File: src/slot_b_regs_pkg.sv
// Register map, field positions and reset values of the slot front-end register bank.
package slot_b_regs_pkg;
	localparam int ADDR_W = 8;
	localparam int DATA_W = 16;
	localparam logic [7:0] OFF_STATUS = 8'h00;
	localparam logic [7:0] OFF_FIFO_CFG = 8'h06;
	localparam logic [7:0] OFF_SECOND_SLOT_FRONTEND_MODE = 8'h3b;
	localparam logic [7:0] OFF_FIRST_SLOT_GAIN_CONTROL = 8'h42;
	localparam logic [7:0] OFF_SECOND_SLOT_GAIN_CONTROL = 8'h44;
	localparam logic [7:0] OFF_SECOND_SLOT_PATH_SELECT = 8'h45;
	localparam logic [7:0] OFF_PER_CHANNEL_GAIN_SELECT = 8'h55;
	localparam logic [7:0] OFF_FIFO_ACCESS = 8'h5f;
	localparam logic [15:0] RST_FRONTEND_MODE = 16'h22fc;
	localparam logic [15:0] RECOMMENDED_FRONTEND_MODE = 16'h21f4;
	localparam logic [15:0] RST_GAIN_CONTROL = 16'h1c38;
	localparam logic [15:0] RST_PATH_SELECT = 16'hada5;
	localparam logic [15:0] RST_PER_CHANNEL_GAIN = 16'h0000;
	localparam logic [15:0] RST_FIFO_CFG = 16'h0000;
	localparam logic [15:0] PATH_FULL_ANALOG = 16'hada5;
	localparam logic [15:0] PATH_AMP_TO_ADC = 16'hb065;
	localparam int BIT_INDIVIDUAL_GAIN_EN = 6;
	localparam int BIT_FLUSH = 15;
	localparam int BIT_SECOND_SLOT_FLAG = 6;
	localparam int BIT_FIRST_SLOT_FLAG = 5;
	localparam int BIT_FIFO_ACCESS_EN = 0;
	localparam int THRESH_LSB = 8;
	localparam int THRESH_W = 6;
	localparam int FIRST_SLOT_CH2_LSB = 0;
	localparam int SECOND_SLOT_CH2_LSB = 6;
	typedef enum logic [1:0] {
		GAIN_200K = 2'b00,
		GAIN_100K = 2'b01,
		GAIN_50K = 2'b10,
		GAIN_25K = 2'b11
	} gain_sel_t;
endpackage : slot_b_regs_pkg

File: src/slot_b_frontend_and_status_regs.sv
// Front-end configuration and system status register bank with gain and path decode.
`timescale 1ns/1ps
// Notes on behaviour
// - Gain codes 0..3 mean 200k,100k,50k,25k ohm.
// - Individual enable: ch1 low bits, ch2-4 [11:6].
// - Individual disabled: slot gain drives all channels.
// - 0xADA5 full path, 0xB065 bypass, others reserved.
// - Status [15:8] reports FIFO bytes available.
// - Access enable plus write bit15 flushes FIFO.
// - Second-slot flag sticky, write one clears.
// - First-slot flag sticky, write one clears.
// - FIFO interrupt while words exceed threshold.
// - First-slot individual gains from 0x42 and [5:0].
module slot_b_frontend_and_status_regs
	import slot_b_regs_pkg::*;
(
	input wire logic clk_sys, // 200 MHz system clock
	input wire logic rst_b, // Asynchronous active-low reset
	input wire logic reg_wr, // Register write strobe, one cycle
	input wire logic reg_rd, // Register read strobe, one cycle
	input wire logic [ADDR_W-1:0] reg_addr, // Register address
	input wire logic [DATA_W-1:0] reg_wdata, // Write data
	output logic [DATA_W-1:0] reg_rdata, // Read data, valid with reg_rvalid
	output logic reg_rvalid, // Read answer pulse
	input wire logic first_slot_event, // First-slot sample event pulse
	input wire logic second_slot_event, // Second-slot sample event pulse
	input wire logic [7:0] fifo_byte_count, // Bytes stored in the FIFO
	output logic fifo_flush, // Pulse that discards FIFO contents
	output logic fifo_threshold_irq, // FIFO level above threshold
	output logic first_slot_event_flag, // Sticky first-slot flag
	output logic second_slot_event_flag, // Sticky second-slot flag
	output logic [7:0] first_slot_gains, // Slot A gains, ch4..ch1, 2 bits each
	output logic [7:0] second_slot_gains, // Slot B gains, ch4..ch1, 2 bits each
	output logic [15:0] second_slot_frontend_mode, // Slot B front-end mode word
	output logic second_slot_full_path, // Slot B full analog path selected
	output logic second_slot_bypass // Slot B amplifier-to-converter bypass
);
	// All bank state lives in one struct so that one process registers it.
	typedef struct packed {
		logic [15:0] frontend_mode;
		logic [15:0] first_gain_ctl;
		logic [15:0] second_gain_ctl;
		logic [15:0] path_select;
		logic [15:0] per_channel_gain;
		logic [15:0] fifo_cfg;
		logic fifo_access_en;
		logic first_flag;
		logic second_flag;
		logic [15:0] rdata;
		logic rvalid;
		logic flush;
		logic fifo_irq;
		logic [7:0] first_gains;
		logic [7:0] second_gains;
		logic full_path;
		logic bypass;
	} bank_state_t;

	bank_state_t st;
	bank_state_t next_st;
	// Two-stage copy of the reset pin; only its second stage resets the bank.
	logic [1:0] rst_pipe;
	logic rst_sync_b;

	// The release is synchronised so every flop leaves reset on the same edge.
	always_ff @(posedge clk_sys or negedge rst_b) begin
		if (!rst_b) begin
			rst_pipe <= 2'b00;
		end else begin
			rst_pipe <= {rst_pipe[0], 1'b1};
		end
	end
	assign rst_sync_b = rst_pipe[1];

	// The read word and the field slices assume 16-bit registers and 8-bit addresses.
	if (DATA_W != 16 || ADDR_W != 8) begin : g_bad_port_width
		$error("slot register bank needs 16-bit data and 8-bit addresses");
	end
	if (THRESH_LSB + THRESH_W > DATA_W) begin : g_bad_threshold_field
		$error("threshold field does not fit the register width");
	end
	if (FIRST_SLOT_CH2_LSB + 6 > DATA_W
		|| SECOND_SLOT_CH2_LSB + 6 > DATA_W) begin : g_bad_gain_field
		$error("per-channel gain fields do not fit the register width");
	end
	// The status read concatenation places the flags by hand; its byte count field covers the flush bit.
	if (BIT_SECOND_SLOT_FLAG != 6 || BIT_FIRST_SLOT_FLAG != 5
		|| BIT_FLUSH != 15) begin : g_bad_status_layout
		$error("status bit positions differ from the fixed read layout");
	end

	// Channel 1 always follows the slot's own field; channels 2 to 4 switch to the
	// per-channel register only while the slot's individual enable is set.
	logic [1:0] first_gain_sel [4];
	logic [1:0] second_gain_sel [4];

	for (genvar ch = 0; ch < 4; ch++) begin : g_channel
		if (ch == 0) begin : g_own_field
			assign first_gain_sel[ch] = st.first_gain_ctl[1:0];
			assign second_gain_sel[ch] = st.second_gain_ctl[1:0];
		end else begin : g_shared_field
			assign first_gain_sel[ch] = st.first_gain_ctl[BIT_INDIVIDUAL_GAIN_EN]
				? st.per_channel_gain[FIRST_SLOT_CH2_LSB + 2 * (ch - 1) +: 2]
				: st.first_gain_ctl[1:0];
			assign second_gain_sel[ch] = st.second_gain_ctl[BIT_INDIVIDUAL_GAIN_EN]
				? st.per_channel_gain[SECOND_SLOT_CH2_LSB + 2 * (ch - 1) +: 2]
				: st.second_gain_ctl[1:0];
		end
	end

	// One process works out the whole next state from the current one and the ports.
	always_comb begin
		next_st = st;
		// Answer and flush are pulses: they fall back unless set again below.
		next_st.rvalid = 1'b0;
		next_st.flush = 1'b0;
		// A status write stores nothing; its set bits only clear flags or ask for a flush.
		if (reg_wr) begin
			case (reg_addr)
				OFF_STATUS: begin
					if (reg_wdata[BIT_FIRST_SLOT_FLAG]) begin
						next_st.first_flag = 1'b0;
					end
					if (reg_wdata[BIT_SECOND_SLOT_FLAG]) begin
						next_st.second_flag = 1'b0;
					end
					// A flush request without host access enabled is dropped, not queued.
					if (reg_wdata[BIT_FLUSH] && st.fifo_access_en) begin
						next_st.flush = 1'b1;
					end
				end
				OFF_FIFO_CFG: next_st.fifo_cfg = reg_wdata;
				OFF_SECOND_SLOT_FRONTEND_MODE: next_st.frontend_mode = reg_wdata;
				OFF_FIRST_SLOT_GAIN_CONTROL: next_st.first_gain_ctl = reg_wdata;
				OFF_SECOND_SLOT_GAIN_CONTROL: next_st.second_gain_ctl = reg_wdata;
				OFF_SECOND_SLOT_PATH_SELECT: next_st.path_select = reg_wdata;
				OFF_PER_CHANNEL_GAIN_SELECT: next_st.per_channel_gain = reg_wdata;
				// Only one bit of the access register is kept; the rest read back as zero.
				OFF_FIFO_ACCESS: next_st.fifo_access_en = reg_wdata[BIT_FIFO_ACCESS_EN];
				default: begin
				end
			endcase
		end
		// Events are applied after the clear so a simultaneous event is never lost.
		if (first_slot_event) begin
			next_st.first_flag = 1'b1;
		end
		if (second_slot_event) begin
			next_st.second_flag = 1'b1;
		end
		// Read data is captured in the state, so it stands until the next read.
		if (reg_rd) begin
			next_st.rvalid = 1'b1;
			// The byte count is reported as it stands at the read edge, not latched earlier.
			case (reg_addr)
				OFF_STATUS: next_st.rdata = {fifo_byte_count, 1'b0, st.second_flag,
					st.first_flag, 5'b0_0000};
				OFF_FIFO_CFG: next_st.rdata = st.fifo_cfg;
				OFF_SECOND_SLOT_FRONTEND_MODE: next_st.rdata = st.frontend_mode;
				OFF_FIRST_SLOT_GAIN_CONTROL: next_st.rdata = st.first_gain_ctl;
				OFF_SECOND_SLOT_GAIN_CONTROL: next_st.rdata = st.second_gain_ctl;
				OFF_SECOND_SLOT_PATH_SELECT: next_st.rdata = st.path_select;
				OFF_PER_CHANNEL_GAIN_SELECT: next_st.rdata = st.per_channel_gain;
				OFF_FIFO_ACCESS: next_st.rdata = {15'h0000, st.fifo_access_en};
				default: next_st.rdata = 16'h0000;
			endcase
		end
		// Byte count halves to words; the threshold is in two-byte words.
		next_st.fifo_irq = ({1'b0, fifo_byte_count[7:1]}
			> {2'b00, st.fifo_cfg[THRESH_LSB +: THRESH_W]});
		// Registering the selected codes keeps every gain output straight from a flop.
		next_st.first_gains = {first_gain_sel[3], first_gain_sel[2],
			first_gain_sel[1], first_gain_sel[0]};
		next_st.second_gains = {second_gain_sel[3], second_gain_sel[2],
			second_gain_sel[1], second_gain_sel[0]};
		// Reserved path codes select neither mode rather than guess one.
		next_st.full_path = (st.path_select == PATH_FULL_ANALOG);
		next_st.bypass = (st.path_select == PATH_AMP_TO_ADC);
	end

	// Reset values live in the package so every reader of the map sees the same ones.
	always_ff @(posedge clk_sys or negedge rst_sync_b) begin
		if (!rst_sync_b) begin
			st.frontend_mode <= RST_FRONTEND_MODE;
			st.first_gain_ctl <= RST_GAIN_CONTROL;
			st.second_gain_ctl <= RST_GAIN_CONTROL;
			st.path_select <= RST_PATH_SELECT;
			st.per_channel_gain <= RST_PER_CHANNEL_GAIN;
			st.fifo_cfg <= RST_FIFO_CFG;
			st.fifo_access_en <= 1'b0;
			st.first_flag <= 1'b0;
			st.second_flag <= 1'b0;
			st.rdata <= 16'h0000;
			st.rvalid <= 1'b0;
			st.flush <= 1'b0;
			st.fifo_irq <= 1'b0;
			st.first_gains <= 8'h00;
			st.second_gains <= 8'h00;
			// The reset path code is the full analog path, so the decode starts there too.
			st.full_path <= 1'b1;
			st.bypass <= 1'b0;
		end else begin
			st <= next_st;
		end
	end

	// Every output is a field of the registered state; no logic sits after the flops.
	assign reg_rdata = st.rdata;
	assign reg_rvalid = st.rvalid;
	assign fifo_flush = st.flush;
	assign fifo_threshold_irq = st.fifo_irq;
	assign first_slot_event_flag = st.first_flag;
	assign second_slot_event_flag = st.second_flag;
	assign first_slot_gains = st.first_gains;
	assign second_slot_gains = st.second_gains;
	assign second_slot_frontend_mode = st.frontend_mode;
	assign second_slot_full_path = st.full_path;
	assign second_slot_bypass = st.bypass;
endmodule : slot_b_frontend_and_status_regs

File: config.mk
export PLATFORM = sky130hd
export DESIGN_NAME = slot_b_frontend_and_status_regs
export DESIGN_NICKNAME = d
export VERILOG_FILES = /design/src/slot_b_regs_pkg.sv /design/src/slot_b_frontend_and_status_regs.sv
export SDC_FILE = /design/constraint.sdc
export NUM_CORES = 1
export LEC_CHECK = 0
export ABC_CLOCK_PERIOD_IN_PS = 6540
export BUFFER_PORTS_ARGS = -buffer_cell sky130_fd_sc_hd__buf_2
export CAP_MARGIN = 30
export CORE_ASPECT_RATIO = 1.1
export CORE_MARGIN = 4
export CORE_UTILIZATION = 56
export CTS_BUF_LIST = sky130_fd_sc_hd__clkbuf_4 sky130_fd_sc_hd__clkbuf_8
export DETAILED_ROUTE_END_ITERATION = 8
export PLACE_DENSITY = 0.75
export SYNTH_ARGS = -nofsm -noshare
export SYNTH_HDL_FRONTEND = slang
export SYNTH_SLANG_ARGS = --single-unit
File: constraint.sdc
create_clock -name clk_sys -period 6.54 [get_ports clk_sys]
set_input_delay 0.327 -clock clk_sys [delete_from_list [all_inputs] [get_ports clk_sys]]
set_output_delay 0.327 -clock clk_sys [all_outputs]
set_load 0.02 [all_outputs]
==> impl_results.md <==
- Status: complete, no violations
- Site Rows: 41
- Clock latency at the later pin of the worst-skew pair: 0.44 ns
- Compound-Gate Fraction of Synth Area: 10.2%
- DRT Pass-1 Iters: 6
- Crit Path Class: input pin to register
- Hold Fails Final Rpt: 0
- Clock buffer depth: 2
- Largest family of logic cells by synthesized area: multiplexers
- Worst-path fanout max: 16
- Post-Synth Adder-Cell Area: 1.15%
- Worst slew pin tran: 1.06 ns
- Post-Route WL: 15500 um
- Main synth FF type: dfrtp_1
- Minimum clock period after layout: 2.95 ns
- CTS Root Cell: clkbuf_8
- Synthesized Nets: 556
- Layout cells sized above 1: 47.2%
- # IOs: 93
- MaxCap Viol Count: 0
- GPL Wtd Cong: 0.837
- Initial antenna violation count: 0
- DRC Markers: 0
- Die H: 121 um
- Number of synthesized register bits: 138
- Final hold slack: 0.0545 ns
- CTS buffer count: 17
- P_leak: 0.00364 uW
- Syn_area_per_cell: 12.8 um^2
- Netlist area before placement: 6540 um^2
- Critical Path Start Type: input pin
- Synth Area in XOR/XNOR: 0%
- Synth Area in Simple Gates: 9.42%
- Post-synthesis mux area share: 17.7%
- FILL cells: 894
- Pwr Total: 1810 uW
- Placed cell count: 690
- Die W: 111 um
- Dpl hpwl: 10600 um
- Hold Buf Count CTS: 1
- H-tree Lvls: 4
- Cells after Synth: 512
- Hold Path Class: input pin to register
- Vias in the first global route: 4414
- Worst EP required: 6.86 ns
- TritonCTS clock tree: built
- Syn-to-layout area delta: 10.1%
- PnR worst setup slack: 3.59 ns
- Setup TNS: 0 ns
- Ant diodes: 0
- Antenna-violating nets left: 0
- Resize count post-CTS: 0
- Reg clk slew, reported paths: 0.08 ns
- RSZ-0062 raised after global routing: false
- Worst EP arrival: 3.27 ns
- Global-route wire length before repair: 24200 um
- PortBufs: 92
- Number of synthesized flops with an enable pin: 0
- Sequential Area: 3490 um^2
- Final Skew: 0.0106 ns
- Pin count of the biggest net entering global routing: 70
- Post-CTS Setup Bufs: 0
- CTS sink cnt: 138
- Vias per inst: 5.98
- Final setup vio count: 0
- Fmax: 0.339 GHz
- Max VDD drop: 0.125 mV
- Tcrit/Tclk final: 45.1%
- Area occupied by multi-input gates: 2520 um^2
- Total grt overflow: 0
- Async SR Flop Fraction: 100%
- Post-route non-filler standard cell count: 722
- Avg WL per Cell: 21.5 um
- Die footprint: 13500 um^2
- Violation count after the first detailed-route iteration: 293
- Initial core utilization: 57.1%
- Core area: 11400 um^2
- Slew Limit Headroom: 29.1%
- Total number of vias: 4316
- GRT Total Usage: 23.6%
- Critical path endpoint category: register
- Distinct cell type count after synthesis: 55
- Dpl ws: 3.25 ns
- Register area share after synthesis: 53.4%
- Yosys Warn Count: 0
- Layout net count: 604
- Max-slew violation count: 0
- Pwr dens: 252 nW/um^2
## layout make-up
| cell class | instances | share of cell area (%) |
|---|---|---|
| Clock buffer | 20 | 3.82 |
| Timing Repair Buffer | 99 | 7.16 |
| Tap cell | 150 | 2.61 |
| Sequential cell | 138 | 48.5 |
| Clock inverter | 11 | 2.35 |
| Inverter | 10 | 0.521 |
| Multi-Input combinational cell | 294 | 35.0 |
## registers in the layout (all words and copies together), names as in the netlist
name	cells
first_gain_sel	2
reg_rdata	16
fifo_threshold_irq	1
st	77
next_st	2
second_slot_full_path	1
first_slot_gains	8
rst_pipe	2
second_slot_frontend_mode	16
second_slot_gains	8
second_slot_bypass	1
second_slot_event_flag	1
fifo_flush	1
first_slot_event_flag	1
reg_rvalid	1
## per-layer routing
layer	vias to the layer above	GRT usage, %	part of all wire (%)
met5	-	0	0
met4	0	8.59	1.2
met3	19	5.49	6.6
met2	170	37.7	48
met1	2204	31.8	44
li1	1923	-	-
## through the flow
stage	instance area, um^2	utilization, %
6_report	7200	62.9
5_1_grt	7200	62.9
4_1_cts	7200	62.9
3_5_place_dp	6750	59.0
3_3_place_gp	6740	58.9
2_1_floorplan	6540	-
## final timing paths
check	startpoint	endpoint	slack, ns	cells past startpoint
max	reg_addr[5]	st[101]	3.59	5
min	first_slot_event	first_slot_event_flag	0.05	2
max reg2reg	rst_pipe[1]	st[106]	4.70	1
min reg2reg	rst_pipe[0]	rst_pipe[1]	0.36	0
max in group asynchronous	rst_pipe[1]	st[106]	4.70	1
min in group asynchronous	rst_b	rst_pipe[1]	0.20	2
## logic make-up after synthesis
family | after synthesis
buf+inv | 80
mux | 100
flops | 138
simple gates | 104
compound gates | 83
fa+ha+maj | 6
other cells | 1
## synth_stat cells, types with 2 or more instances
| cell | count | area, um^2 |
|---|---|---|
| dfstp_2 | 30 | 788 |
| a22o_1 | 7 | 61.3 |
| nor2b_1 | 10 | 62.6 |
| ha_1 | 6 | 75.1 |
| nand3_1 | 6 | 30.0 |
| inv_1 | 10 | 37.5 |
| nor4bb_1 | 2 | 20.0 |
| clkbuf_1 | 7 | 26.3 |
| nand2_2 | 2 | 12.5 |
| dfrtp_1 | 108 | 2700 |
| buf_2 | 7 | 35.0 |
| nor4_4 | 2 | 42.5 |
| a21o_1 | 3 | 22.5 |
| o41ai_2 | 2 | 32.5 |
| mux2_2 | 87 | 980 |
| a2bb2oi_1 | 3 | 26.3 |
| mux2_4 | 10 | 150 |
| a22oi_1 | 24 | 180 |
| nor2_1 | 4 | 15.0 |
| buf_6 | 3 | 33.8 |
| nand2_1 | 46 | 173 |
| a32oi_1 | 3 | 26.3 |
| o22a_1 | 6 | 52.6 |
| nand2b_1 | 7 | 43.8 |
| mux2i_1 | 3 | 30.0 |
| a222oi_1 | 5 | 50.1 |
| a21oi_1 | 7 | 35.0 |
| o211ai_1 | 6 | 45.0 |
| nor4b_1 | 2 | 17.5 |
| buf_4 | 52 | 390 |
| a221oi_1 | 8 | 70.1 |
| and3_1 | 3 | 18.8 |
| nand4b_1 | 3 | 26.3 |
| or3_1 | 2 | 12.5 |
| o21ai_0 | 2 | 10.0 |
| o21a_1 | 3 | 22.5 |
| nor3_1 | 2 | 10.0 |
| nor4_1 | 2 | 12.5 |
## layout by cell type (no fill, tap or decap), types with 3 or more instances in the layout
master	n
o21a_1	3
a32oi_1	3
buf_4	6
a222oi_1	5
bufinv_16	4
dfstp_2	30
a2bb2oi_1	3
mux2i_1	3
nor2_1	4
o211ai_1	6
a21oi_1	7
mux2_4	10
buf_2	92
a221oi_1	8
o22a_1	6
nand3_1	6
a22o_1	7
mux2_2	87
clkinvlp_4	4
a21o_1	3
clkbuf_8	20
and3_1	3
dfrtp_1	107
ha_1	6
inv_1	10
nand2b_1	7
a22oi_1	24
nand2_1	46
nand4b_1	3
nor2b_1	10
## worst max-delay path, cell delays in order
cell and delay [ns]:
buf_2 0.13, or3_1 0.75, nor3b_2 0.89, nand2_1 0.69
mux2_2 0.47
## where the power goes
| group | internal [uW] | switching [uW] |
|---|---|---|
| Combinational | 50.1 | 69.2 |
| Clock | 443 | 325 |
| Sequential | 895 | 33.1 |
No activity file was read; power rests on OpenSTA's default activity.
